<file path="config.mk">
export PLATFORM = sky130hd
export DESIGN_NAME = cpu_bus_control_core
export DESIGN_NICKNAME = d
export VERILOG_FILES = /design/src/shared/cpu_bus_pkg.sv /design/src/core/cpu_bus_control_core.sv
export SDC_FILE = /design/constraint.sdc
export NUM_CORES = 1
export LEC_CHECK = 0
export BUFFER_PORTS_ARGS = -buffer_cell sky130_fd_sc_hd__buf_2
export CAP_MARGIN = 0
export CORE_MARGIN = 2
export CORE_UTILIZATION = 55
export CTS_CLUSTER_SIZE = 40
export DETAILED_ROUTE_END_ITERATION = 10
export GPL_ROUTABILITY_DRIVEN = 0
export PLACE_DENSITY = 0.84
export SYNTH_ARGS = -nofsm -noshare
export SYNTH_HDL_FRONTEND = slang
export SYNTH_SLANG_ARGS = --single-unit
</file>
<file path="constraint.sdc">
create_clock -name clk_sys -period 6.77 [get_ports clk_sys]
set_clock_uncertainty 0.2 [all_clocks]
set_input_delay 0.677 -clock clk_sys [delete_from_list [all_inputs] [get_ports clk_sys]]
set_output_delay 0.677 -clock clk_sys [all_outputs]
set_load 0.02 [all_outputs]
</file>
<file path="src/shared/cpu_bus_pkg.sv">
package cpu_bus_pkg;
   // Bus widths
   localparam int ADDR_W = 16;
   localparam int DATA_W = 8;
   // Directly addressed I/O ports: 512 needs 9 bits
   localparam int IO_W = 9;
   // General registers held as three pairs
   localparam int NUM_GP = 6;
   // Register select codes beyond the six general registers
   localparam logic [2:0] SEL_ACC = 3'h6;
   localparam logic [2:0] SEL_FLG = 3'h7;
   // Pair select code that reaches the stack pointer
   localparam logic [2:0] SEL_SP = 3'h3;
   // Flag bit positions
   localparam int FLAG_W = 5;
   localparam int FLG_CY = 0;
   localparam int FLG_P = 1;
   localparam int FLG_AC = 2;
   localparam int FLG_Z = 3;
   localparam int FLG_S = 4;
   // Reset values
   localparam logic [15:0] PC_RST = 16'h0000;
   localparam logic [15:0] SP_RST = 16'h0000;
   localparam logic [7:0] REG_RST = 8'h00;
   localparam logic [4:0] FLG_RST = 5'h00;

   // Micro-operations issued by the instruction engine
   // Bus writes sit on odd codes, so bit zero alone tells write from read
   typedef enum logic [3:0] {
      OP_NOP, OP_MWR, OP_FETCH, OP_IWR, OP_MRD, OP_PUSH,
      OP_IRD, OP_LDR, OP_POP, OP_LDP, OP_ADD, OP_HALT
   } op_t;

   // One command: operation, register select, immediate, last flag
   typedef struct packed {
      op_t op;
      logic [2:0] sel;
      logic [15:0] imm;
      logic last;
   } cmd_t;

   // Machine-cycle states, Gray along T1-T2-T3-T4
   typedef enum logic [2:0] {
      ST_IDLE = 3'b000,
      ST_T1 = 3'b001,
      ST_T2 = 3'b011,
      ST_T3 = 3'b010,
      ST_T4 = 3'b110,
      ST_TW = 3'b111,
      ST_HOLD_WAIT = 3'b100,
      ST_HALT = 3'b101
   } state_t;

   // Address and data pins with their enables
   typedef struct packed {
      logic [15:0] addr;
      logic addrOe;
      logic [7:0] data;
      logic dataOe;
   } bus_out_t;
endpackage

</file>
<file path="src/core/cpu_bus_control_core.sv">
`timescale 1ns/10ps
module cpu_bus_control_core (
   // Clock and reset
   input wire logic clk_sys,
   input wire logic rst,
   // Instruction engine side
   input wire logic cmdValid,
   input wire cpu_bus_pkg::cmd_t cmd,
   output logic cmdReady,
   output logic [7:0] rdData,
   output logic rdValid,
   input wire logic irqEnSet,
   input wire logic irqEnClr,
   output logic irqTake,
   // Pins
   output cpu_bus_pkg::bus_out_t busOut,
   input wire logic [7:0] dataIn,
   input wire logic readyIn,
   input wire logic holdReq,
   input wire logic irqReq,
   output logic syncOut,
   output logic ioSelect,
   output logic data_in_strobe,
   output logic writeStrobe_n,
   output logic waitOut,
   output logic bus_hold_ack,
   output logic irq_enabled_out
);
   import cpu_bus_pkg::*;

   state_t stateFf, nxtState; // Machine-cycle state
   logic phaseFf; // 0: first phase, 1: second phase
   logic [1:0] holdSyncFf, irqSyncFf; // Pin synchronisers
   logic holdS, irqS; // Synchronised requests
   logic holdPendFf; // Hold seen in T2 or wait
   logic [7:0] gpFf [NUM_GP]; // General registers
   logic [7:0] accFf; // Accumulator
   logic [FLAG_W-1:0] flgFf; // Condition flags
   logic [15:0] pcFf, spFf; // Program counter, stack pointer
   cmd_t curFf; // Command owning the bus cycle
   logic [15:0] addrFf; // Latched cycle address
   logic [7:0] wdataFf; // Latched write data
   logic accept, busOp, haltSt, sampleNow, takeNow;
   logic [8:0] sum; // Adder with carry out
   logic [7:0] opnd; // Second operand of the adder

   // Byte read from any register select
   function automatic logic [7:0] rdReg(input logic [2:0] s);
      if (s == SEL_ACC)
         rdReg = accFf;
      else if (s == SEL_FLG)
         rdReg = {3'h0, flgFf};
      else
         rdReg = gpFf[s];
   endfunction

   // Hold and interrupt pins are asynchronous: two flops each
   always_ff @(posedge clk_sys or posedge rst) begin
      if (rst) begin
         holdSyncFf <= 2'h0;
         irqSyncFf <= 2'h0;
      end else begin
         holdSyncFf <= {holdSyncFf[0], holdReq};
         irqSyncFf <= {irqSyncFf[0], irqReq};
      end
   end
   assign holdS = holdSyncFf[1];
   assign irqS = irqSyncFf[1];

   // Two-phase divider: each T state spans two clocks
   always_ff @(posedge clk_sys or posedge rst) begin
      if (rst)
         phaseFf <= 1'b0;
      else
         phaseFf <= ~phaseFf;
   end

   assign accept = cmdValid && cmdReady;
   assign busOp = cmd.op inside {OP_FETCH, OP_MRD, OP_MWR, OP_IRD,
                                 OP_IWR, OP_PUSH, OP_POP};
   assign haltSt = (stateFf == ST_HALT);
   // Operand in a process, so a register write re-evaluates the adder
   always_comb begin
      opnd = rdReg(cmd.sel);
      sum = {1'b0, accFf} + {1'b0, opnd};
   end

   // Next machine-cycle state, moved only at the end of phase two
   always_comb begin
      nxtState = stateFf;
      if (phaseFf) begin
         case (stateFf)
            ST_IDLE: begin
               if (accept && busOp)
                  nxtState = ST_T1;
               else if (accept && cmd.op == OP_HALT)
                  nxtState = ST_HALT;
               else if (holdS && !accept)
                  nxtState = ST_HOLD_WAIT;
            end
            ST_T1: nxtState = ST_T2;
            ST_T2, ST_TW: nxtState = readyIn ? ST_T3 : ST_TW;
            ST_T3: nxtState = ST_T4;
            ST_T4: nxtState = holdPendFf ? ST_HOLD_WAIT : ST_IDLE;
            ST_HOLD_WAIT: nxtState = holdS ? ST_HOLD_WAIT : ST_IDLE;
            // Interrupt found in phase one is registered for phase two
            ST_HALT: nxtState = irqTake ? ST_IDLE : ST_HALT;
            default: nxtState = ST_IDLE;
         endcase
      end
   end

   // State register
   always_ff @(posedge clk_sys or posedge rst) begin
      if (rst)
         stateFf <= ST_IDLE;
      else
         stateFf <= nxtState;
   end

   // hold sampled in T2 and wait states
   always_ff @(posedge clk_sys or posedge rst) begin
      if (rst)
         holdPendFf <= 1'b0;
      else if (phaseFf && (stateFf == ST_T2 || stateFf == ST_TW))
         holdPendFf <= holdS;
      else if (stateFf == ST_IDLE)
         holdPendFf <= 1'b0;
   end

   // Ready for a command only in phase two of an idle T state
   always_ff @(posedge clk_sys or posedge rst) begin
      if (rst)
         cmdReady <= 1'b0;
      else
         cmdReady <= (nxtState == ST_IDLE) && !phaseFf && !holdS;
   end

   // Latch what the bus cycle needs when it is accepted
   always_ff @(posedge clk_sys or posedge rst) begin
      if (rst) begin
         curFf <= '0;
         addrFf <= 16'h0000;
         wdataFf <= 8'h00;
      end else if (accept && busOp) begin
         curFf <= cmd;
         wdataFf <= rdReg(cmd.sel);
         case (cmd.op)
            OP_FETCH: addrFf <= pcFf;
            // port number on the low address lines
            OP_IRD, OP_IWR: addrFf <= {7'h00, cmd.imm[IO_W-1:0]};
            OP_PUSH: addrFf <= spFf - 16'h0001;
            OP_POP: addrFf <= spFf;
            // Direct address carried by the command
            default: addrFf <= cmd.imm;
         endcase
      end
   end

   // Program counter and stack pointer
   always_ff @(posedge clk_sys or posedge rst) begin
      if (rst) begin
         pcFf <= PC_RST;
         spFf <= SP_RST;
      end else if (accept) begin
         if (cmd.op == OP_FETCH)
            pcFf <= pcFf + 16'h0001;
         if (cmd.op == OP_PUSH)
            spFf <= spFf - 16'h0001;
         else if (cmd.op == OP_POP)
            spFf <= spFf + 16'h0001;
         else if (cmd.op == OP_LDP && cmd.sel[1:0] == SEL_SP[1:0])
            spFf <= cmd.imm;
      end
   end

   // register file, single or pair writes
   always_ff @(posedge clk_sys or posedge rst) begin
      if (rst) begin
         for (int i = 0; i < NUM_GP; i++)
            gpFf[i] <= REG_RST;
         accFf <= REG_RST;
         flgFf <= FLG_RST;
      end else if (accept && cmd.op == OP_LDP) begin
         if (cmd.sel[1:0] != SEL_SP[1:0]) begin
            gpFf[{cmd.sel[1:0], 1'b0}] <= cmd.imm[15:8];
            gpFf[{cmd.sel[1:0], 1'b1}] <= cmd.imm[7:0];
         end
      end else if (accept && cmd.op == OP_LDR) begin
         if (cmd.sel == SEL_ACC)
            accFf <= cmd.imm[7:0];
         else if (cmd.sel == SEL_FLG)
            flgFf <= cmd.imm[FLAG_W-1:0];
         else
            gpFf[cmd.sel] <= cmd.imm[7:0];
      end else if (accept && cmd.op == OP_ADD) begin
         accFf <= sum[7:0];
         // four testable flags and decimal carry
         flgFf[FLG_CY] <= sum[8];
         flgFf[FLG_Z] <= (sum[7:0] == 8'h00);
         flgFf[FLG_S] <= sum[7];
         flgFf[FLG_P] <= ~^sum[7:0];
         flgFf[FLG_AC] <= accFf[4] ^ opnd[4] ^ sum[4];
      end else if (phaseFf && stateFf == ST_T3 && !curFf.op[0]) begin
         // Read capture at the second phase of T3
         case (curFf.op)
            OP_MRD, OP_IRD: accFf <= dataIn;
            OP_POP: begin
               if (curFf.sel == SEL_ACC)
                  accFf <= dataIn;
               else if (curFf.sel == SEL_FLG)
                  flgFf <= dataIn[FLAG_W-1:0];
               else
                  gpFf[curFf.sel] <= dataIn;
            end
            default: ;
         endcase
      end
   end

   // Read result back to the engine, one-cycle pulse
   always_ff @(posedge clk_sys or posedge rst) begin
      if (rst) begin
         rdData <= 8'h00;
         rdValid <= 1'b0;
      end else begin
         rdValid <= phaseFf && stateFf == ST_T3 && !curFf.op[0];
         if (phaseFf && stateFf == ST_T3)
            rdData <= dataIn;
      end
   end

   // phase two running, phase one halted
   assign sampleNow = haltSt ? !phaseFf
      : phaseFf && ((accept && !busOp && cmd.last)
                   || (stateFf == ST_T4 && curFf.last));
   assign takeNow = sampleNow && irqS && irq_enabled_out;

   // Interrupt enable: a set request wins over any clear
   always_ff @(posedge clk_sys or posedge rst) begin
      if (rst) begin
         irq_enabled_out <= 1'b0;
         irqTake <= 1'b0;
      end else begin
         irqTake <= takeNow;
         if (irqEnSet)
            irq_enabled_out <= 1'b1;
         else if (irqEnClr || takeNow)
            irq_enabled_out <= 1'b0;
      end
   end

   // pin drivers registered from the state
   always_ff @(posedge clk_sys or posedge rst) begin
      if (rst) begin
         busOut <= '0;
         syncOut <= 1'b0;
         ioSelect <= 1'b0;
         data_in_strobe <= 1'b0;
         writeStrobe_n <= 1'b1;
         waitOut <= 1'b0;
         bus_hold_ack <= 1'b0;
      end else begin
         // float buses outside a bus cycle
         busOut.addrOe <= stateFf inside {ST_T1, ST_T2, ST_TW, ST_T3};
         busOut.addr <= addrFf;
         busOut.data <= wdataFf;
         busOut.dataOe <= curFf.op[0]
            && stateFf inside {ST_T2, ST_TW, ST_T3};
         syncOut <= (stateFf == ST_T1);
         ioSelect <= curFf.op inside {OP_IRD, OP_IWR};
         data_in_strobe <= !curFf.op[0]
            && stateFf inside {ST_T2, ST_TW, ST_T3};
         writeStrobe_n <= !(curFf.op[0] && stateFf == ST_T3);
         waitOut <= (stateFf == ST_TW);
         bus_hold_ack <= (stateFf == ST_HOLD_WAIT);
      end
   end
endmodule // cpu_bus_control_core

</file>
== Word level (Yosys, flattened, before mapping) ==
Index checks and enable logic that the tools add are counted.

* Add/subtract/negate cells: 4
* Order comparisons: 8
* Equality and inequality tests: 39
* Multiplexer cells: 59
* Bitwise logic cells: 8
* Reduce and logical (&&, ||, !) cells: 60

{| class="wikitable"
|+ Operators by type and width
! kind !! count
|-
| 48-bit two-way mux || 10
|-
| 48-bit bitwise mux || 4
|-
| 8-bit two-way mux || 13
|-
| 8-bit demux with 3-bit select || 4
|-
| 16-bit one-hot mux with 4 select lines || 1
|-
| 16-bit two-way mux || 3
|-
| 5-bit two-way mux || 8
|-
| 16-bit by 1-bit adder with 16-bit output, second input constant || 2
|-
| 1-bit logical AND || 26
|-
| 8-bit binary-select mux with 3-bit select || 1
|-
| 3-bit equality test, second input constant || 8
|-
| 4-bit by 3-bit equality test with 1-bit output, second input constant || 6
|-
| 3-bit two-way mux || 8
|-
| 3-bit one-hot mux with 7 select lines || 1
|-
| 3-bit nonzero test || 7
|-
| 4-bit equality test, second input constant || 5
|-
| 3-bit inequality test, second input constant || 6
|-
| 4-bit >= comparator, second input constant || 4
|-
| 4-bit by 1-bit less-than comparator with 1-bit output, second input constant || 4
|-
| 3-bit inverter with 4-bit output || 4
|-
| 8-bit one-hot mux with 2 select lines || 1
|-
| 16-bit by 1-bit subtractor with 16-bit output, second input constant || 1
|-
| 4-bit by 2-bit equality test with 1-bit output, second input constant || 3
|-
| 8-bit by 8-bit adder with 9-bit output || 1
|-
| 23 further kinds || 47
|}

* Register bits: 178
* Input port bits: 40
* Output and inout bits: 44
* Logic and storage cells: 213

== Depth between registers and ports, before layout ==
Gate-level depths: netlist (run 1).

* Depth after elaboration: 13
* Depth in mapped cells: 16
* Depth with buffers taken out: 14

== Worst setup path after synthesis (run 1) ==
OpenSTA, ideal clock, no wires.

* Path type: input port to flip-flop
* Start: input port cmd[18] (netlist bit)
* End: register flgFf[1]
* Setup time: 0.082 ns
* Arrival: 4.163 ns
* Data required time: 6.488 ns
* Slack: 2.325 ns
* Stages on the path: 16
* Buffers on the path: 2
* Cells stage by stage: buf_1 -> clkbuf_1 -> mux4_2 -> mux2_2 -> ha_1 -> fa_1 -> a211oi_1 -> nor2_1 -> o31a_1 -> nor3_1 -> inv_1 -> ha_1 -> xor2_1 -> xnor2_1 -> nand2_1 -> a31oi_1

* Word-level cells in the longest chain between the ends: 10
* Elaborated cells on any way between the ends: 15
* Classes of those cells: 1 x add/sub; 4 x eq/ne; 7 x mux; 1 x bitwise; 2 x reduce/logical

{| class="wikitable"
|+ RTL lines
! element !! line !! source
|-
| start, declared || cpu_bus_control_core.sv:8 || <nowiki>input wire cpu_bus_pkg::cmd_t cmd,</nowiki>
|-
| 3-bit inverter with 4-bit output (not written as such) || cpu_bus_control_core.sv:54 || <nowiki>rdReg = gpFf[s];</nowiki>
|-
| 8-bit binary-select mux with 3-bit select || cpu_bus_control_core.sv:54 ||
|-
| 8-bit two-way mux (not written as such) (2 in a row) || cpu_bus_control_core.sv:54 ||
|-
| 8-bit two-way mux || cpu_bus_control_core.sv:51 || <nowiki>else if (s == SEL_FLG)</nowiki>
|-
| 8-bit two-way mux * || cpu_bus_control_core.sv:49 || <nowiki>if (s == SEL_ACC)</nowiki>
|-
| net opnd[0] || cpu_bus_control_core.sv:45 || <nowiki>logic [7:0] opnd;</nowiki>
|-
| 8-bit by 8-bit adder with 9-bit output * || cpu_bus_control_core.sv:85 || <nowiki>sum = {1'b0, accFf} + {1'b0, opnd};</nowiki>
|-
| 8-bit XNOR reduction * || cpu_bus_control_core.sv:202 || <nowiki>flgFf[FLG_P] <= ~^sum[7:0];</nowiki>
|-
| 5-bit two-way mux * || cpu_bus_control_core.sv:196 || <nowiki>end else if (accept && cmd.op == OP_ADD) begin</nowiki>
|-
| 5-bit two-way mux * || cpu_bus_control_core.sv:189 || <nowiki>end else if (accept && cmd.op == OP_LDR) begin</nowiki>
|-
| end signal, assigned by index || cpu_bus_control_core.sv:199 || <nowiki>flgFf[FLG_CY] <= sum[8];</nowiki>
|-
| end signal, assigned by index || cpu_bus_control_core.sv:202 ||
|-
| end signal, assigned by index || cpu_bus_control_core.sv:203 || <nowiki>flgFf[FLG_AC] <= accFf[4] ^ opnd[4] ^ sum[4];</nowiki>
|-
| end, declared || cpu_bus_control_core.sv:38 || <nowiki>logic [FLAG_W-1:0] flgFf;</nowiki>
|}

Mark *: on every way through the listed nets, which the timed path passes. The rest lies on a longest branch. The select of a mux whose other input is x is not followed.
A chain may end at the register's enable or synchronous reset.

== Worst setup path after layout (run 1) ==
Ends and elaborated chain as after synthesis.

==> results.cfg, run 1 <==
[synth]
synth_top_family_by_area = compound AO/OA/AOI/OAI gates
synth_seq_cells = 178
synth.most_common_cell = dfrtp_1
yosysTopAreaCell = dfrtp_1
synth-xor-area-share_pct = 3.31
synth_compound_area_share_pct = 18.1
synth_edf_count = 0
async_flop_share_pct = 100
yosysWarningCount = 0
synth_top_area_share_pct = 45.2
synth_top_flop_cell = dfrtp_1
ys_types = 75
synth_adder_area_share_pct = 2.25
synth_nets = 1027
ys_top_cells_by_count = 177 x dfrtp_1, 100 x nand2_1, 78 x mux2_2
synthSimpleGateAreaFrac_pct = 15.0
synthesis.area_mm2 = 0.00980
syn_inst = 970
synthTopCellsByArea = dfrtp_1 45%, mux2_2 9.0%, nand2_1 3.8%
seq_area_frac_synth_pct = 45.4
avgSynthCellArea_um2 = 10.1
synthMuxAreaShare_pct = 12.5

[clock_tree]
cts.htree.levels = 4
cts_root_buf = clkbuf_16
numCtsBuffers = 17
ctsResizeCount = 0
cts.sinks = 178
cts.clk_slew.worst_paths_ns = 0.08
cts_setup_buffers = 0
clock_path_buffers = 2
holdBufCountCts = 0
cts_tree = yes
insertion_delay_ns = 0.44

[setup_path]
reg2reg_from = gpFf[24]
reg2reg_depth = 14
worst_ep_required_time_ns = 6.93
arrival_ns = 4.75
reg2reg_to = flgFf[1]
cp-start-kind = input port
reg2reg_slack_ns = 2.67
path_max_fanout = 32
end_kind = flop
critPathKind = input port to flop

[worst_hold_path]
worstHoldStart = holdReq
worstHoldEndpoint = holdSyncFf[0]
worstHoldPathCells = 1
hp-class = input port to flop

[pwr]
peakVddDrop_uv = 257
p_sw_share_pct = 39.1
p_switching_mw = 1.48
pwr-share-seq_pct = 40.5
combPwrFrac_pct = 33.6
p_total_mw = 3.79
leakage_nw = 4.95
intPower_mw = 2.31
power.density_mw_per_mm2 = 347
clockPowerShare_pct = 25.9

[cells_and_area]
syn2layout_area_growth_pct = 11.5
final_core_util_pct = 63.0
final_cell_area_mm2 = 0.0109
diodes = 0
seqCellArea_mm2 = 0.00446
layout-drive-gt1-share_pct = 23.6
fill_cells = 1345
multi_input_area_mm2 = 0.00504
nets = 1073

[placed_design]
post-place-ws_ns = 1.79
dp_hpwl_um = 19200
placed_area_mm2 = 0.0103
port_buffers = 83

[sta]
fmax_ghz = 0.218
layout_worst_path_cycle_share_pct = 67.7
tns_ns = 0
hold_viol = 0
timing.final.ws_setup_ns = 2.18
finalSetupViolCount = 0
rsz0062_at_grt = no
relSlewSlack_pct = 5.72
tightest_slew_ns = 1.40
min_period_ns = 4.59
drv_slew = 0

[die]
start_util_pct = 56.5
die_h_um = 138
dieWidth_um = 138
num_rows = 48
fp.dieArea_mm2 = 0.0189
coreArea_mm2 = 0.0174
io_pins = 84

[run]
maxCapViolCount = 0

[drt]
drc = 0
drt_first_pass_iters = 8
dr_total_vias = 8570
routed_via_density = 6.83
wl_per_cell_um = 22.0
drtAntennaViolNets = 0
initialDrtViolationCount = 1091
wirelength_um = 27600

[global_routing]
overflow = 0
grt_pass1_wl_um = 43500
track_usage_pct = 30.2
grt_max_degree = 95
antenna_found_initial = 0
grt_pass1_vias = 8116

[outcome]
status = finished clean
-- critical path, cell delays in order --
cell	delay, ns
buf_2	0.56
mux4_2	0.58
mux2_2	0.29
ha_1	0.22
fa_1	0.44
a211oi_1	0.25
nor2_1	0.11
o31a_1	0.27
nor3_1	0.33
inv_1	0.10
ha_1	0.31
xor2_1	0.18
xnor2_1	0.14
nand2_1	0.08
a31oi_1	0.19
-- area by class of cell --
| cell class | count | area share, % |
|---|---|---|
| Clock inverter | 15 | 1.49 |
| Clock buffer | 17 | 3.89 |
| Multi-Input combinational cell | 707 | 46.1 |
| Timing Repair Buffer | 94 | 4.55 |
| Inverter | 18 | 0.664 |
| Sequential cell | 178 | 40.7 |
| Tap cell | 225 | 2.57 |
-- layer usage --
| layer | vias to the layer above | global-route usage [%] | wire length, µm |
|---|---|---|---|
| li1 | 3700 | - | - |
| met3 | 128 | 6.84 | 2940 |
| met4 | 0 | 15.2 | 1370 |
| met5 | - | 0 | 0 |
| met1 | 4180 | 39.7 | 10600 |
| met2 | 562 | 47.2 | 12700 |
-- metrics by stage --
| stage | instances | hold slack [ns] |
|---|---|---|
| 3_3_place_gp | 1222 | 0.137 |
| 5_1_grt | 1254 | 0.129 |
| 2_1_floorplan | 970 | 0.131 |
| 4_1_cts | 1254 | 0.133 |
| 3_5_place_dp | 1222 | 0.136 |
| 6_report | 1254 | 0.134 |
-- power groups by stage --
| stage | Clock [mW] | Combinational [mW] | Sequential, mW |
|---|---|---|---|
| 6_report | 0.983 | 1.27 | 1.53 |
| 2_1_floorplan | 0 | 0.849 | 1.57 |
| 5_1_grt | 1.03 | 1.38 | 1.57 |
| 4_1_cts | 0.986 | 1.26 | 1.53 |
| 3_5_place_dp | 0 | 1.24 | 1.54 |
| 3_3_place_gp | 0 | 1.19 | 1.53 |
-- flip-flops by register name, indices dropped and copies added, names as in the netlist, 2 cells and up --
register,cells
gpFf,48
busOut,26
addrFf,16
pcFf,16
spFf,16
accFf,8
curFf,8
rdData,8
wdataFf,8
flgFf,5
stateFf,3
holdSyncFf,2
irqSyncFf,2
-- kinds of logic (layout without fill, tap and decap cells) --
logic type	Yosys count	after routing
buffers and inverters	85	144
DFF	178	178
and+or+nand+nor	303	303
adders and majority gates	17	17
muxes	96	96
xor gates and xnor gates	37	37
AOI/OAI and AO/OA	254	254
-- how the worst max path moves through the flow --
stage / from / end / slack (ns) / depth (start not counted)
floorplan: rst / accFf[0] / 1.06 / 1
global placement: cmd[18] / flgFf[1] / 2.04 / 15
detailed placement: cmd[18] / flgFf[1] / 1.79 / 15
CTS: cmd[18] / flgFf[1] / 2.25 / 15
global route: cmd[18] / flgFf[1] / 2.05 / 15
finish: cmd[18] / flgFf[1] / 2.18 / 15
-- cells in the final DEF (no fill, tap or decap), drive strengths merged, types with 7 or more instances in the layout --
master / instances
nand2: 100
and3: 9
a31oi: 19
buf: 94
nand3: 32
xor2: 17
nor3: 23
mux4: 13
o21ai: 67
a22oi: 10
ha: 16
nor2: 74
mux2: 78
dfrtp: 177
a221oi: 7
o2bb2ai: 14
o21a: 12
a32oi: 26
a222oi: 8
a21oi: 41
o211ai: 9
clkbuf: 17
inv: 27
xnor2: 20
nor4: 10
nand4: 14
No activity file was read; power rests on OpenSTA's default activity.
==> run 2, diff against run 1 <==
Settings changed: PLACE_DENSITY 0.84 to 0.87.
Clock period 6.77 ns to 4.1 ns, I/O delays scaled along.
==> results.cfg, run 2 (synthesis gave the netlist of run 1 again) <==
[outcome]
status = finished clean

[cells_and_area]
stdcell_count = 1269
regMostFlops = gpFf
reg.largest.list = gpFf x48, busOut x26
layout_commonest_cell = dfrtp_1
final_core_util_pct = 64.2
largest_reg_flops = 48
fill_cells = 1274
diodes = 0
seqCellArea_mm2 = 0.00446
syn2layout_area_growth_pct = 13.7
final_cell_mix = 177 x dfrtp_1, 100 x nand2_1, 83 x buf_2
multi_input_area_mm2 = 0.00504
nets = 1088
layout-drive-gt1-share_pct = 24.1

[pwr]
p_total_mw = 6.54
p_switching_mw = 2.40
p_sw_share_pct = 36.8
peakVddDrop_uv = 510
combPwrFrac_pct = 33.0
pwr-share-seq_pct = 38.8
intPower_mw = 4.14
power.density_mw_per_mm2 = 587
leakage_nw = 5.05
clockPowerShare_pct = 28.1

[clock_tree]
clock_path_buffers = 2
insertion_delay_ns = 0.44
cts_root_buf = clkbuf_16
numCtsBuffers = 17
cts.sinks = 178
cts.clk_slew.worst_paths_ns = 0.07
cts.htree.levels = 4
cts_tree = yes

[setup_path]
crit_buf_inv = 1
crit_path_top_delay_cell = mux4_2
worstPathCellList = mux4_2, mux2_2, ha_1, fa_1, a211oi_1, nor2_1, o31a_1, nor3_2, inv_1, ha_1, xor2_1, xnor2_1, nand2_1, a31oi_1
end_kind = flop
arrival_ns = 4.07
cp-start-kind = flop
worst_ep_required_time_ns = 4.26
path_max_fanout = 3
critical_path.max_stage_delay_ns = 0.48
crit_path_frequent_cell = ha_1
cp_top_family = adder cells
critPathKind = flop to flop

[sta]
hold_viol = 0
relSlewSlack_pct = 15.7
finalSetupViolCount = 0
rsz0062_at_grt = no
drv_slew = 0
timing.final.ws_setup_ns = 0.186
fmax_ghz = 0.256
tightest_slew_ns = 1.25
min_period_ns = 3.91
timing.hold.ws_ns = 0.0304
layout_worst_path_cycle_share_pct = 95.5

[drt]
drtAntennaViolNets = 0
drc = 0
wirelength_um = 28800
routed_via_density = 6.79
initialDrtViolationCount = 964
drt_first_pass_iters = 5
dr_total_vias = 8621
wl_per_cell_um = 22.7

[placed_design]
post-place-ws_ns = -0.0963
port_buffers = 83
dp_hpwl_um = 19900
placed_cells = 1233

[die]
io_pins = 84
dieWidth_um = 138
die_h_um = 138
start_util_pct = 56.5
fp.dieArea_mm2 = 0.0189
coreArea_mm2 = 0.0174
num_rows = 48

[global_routing]
grt_pass1_vias = 8515
antenna_found_initial = 0
track_usage_pct = 32.2
grt_max_degree = 99
grt_pass1_wl_um = 46200
overflow = 0

[run]
maxCapViolCount = 0

[worst_hold_path]
hp-class = input port to flop
==> run 2: worst paths after layout <==
| kind | slack (ns) | end | from | cells after the start |
|---|---|---|---|---|
| max | 0.19 | flgFf[1] | flgFf[0] | 14 |
| min | 0.03 | curFf[0] | cmd[0] | 2 |
| max reg2reg | 0.19 | flgFf[1] | flgFf[0] | 14 |
| min reg2reg | 0.16 | holdSyncFf[1] | holdSyncFf[0] | 0 |
| max in group asynchronous | 2.22 | spFf[15] | rst | 4 |
| min in group asynchronous | 0.46 | syncOut | rst | 3 |
==> run 2: metal layers <==
layer	GRT usage, %	wire length (µm)
met3	8.17	3090
met1	42.1	11100
met5	0	0
met4	14.8	1310
met2	50.5	13400
==> run 2: power by group through the flow <==
| stage | Combinational (mW) | Sequential, mW | Clock, mW |
|---|---|---|---|
| global route | 2.34 | 2.59 | 1.92 |
| CTS | 2.12 | 2.53 | 1.84 |
| detailed placement | 2.08 | 2.55 | 0 |
| finish | 2.16 | 2.54 | 1.84 |
| floorplan | 1.40 | 2.59 | 0 |
| global placement | 2.00 | 2.53 | 0 |
==> run 2: stage by stage <==
step,setup TNS [ns],area (µm²)
floorplan,0,9810
finish,0,11100
global route,0,11100
detailed placement,-0.0963,10500
CTS,0,11100
global placement,0,10500
==> run 2: timing repair <==
action / in CTS / in global routing
setup buffers: 0 / 0
gates resized for setup: 0 / 1
hold buffers: 4 / 0
setup endpoints to repair: 0 / 1
hold endpoints to repair: 38 / 0
==> run 2: layout make-up <==
| class | instances | area share (%) |
|---|---|---|
| inverters | 18 | 0.640 |
| repair buffers | 109 | 5.79 |
| well taps | 225 | 2.52 |
| flip-flops and latches | 178 | 40.0 |
| multi-input cells | 707 | 45.2 |
| clock buffers | 21 | 4.04 |
| clock inverters | 11 | 1.81 |
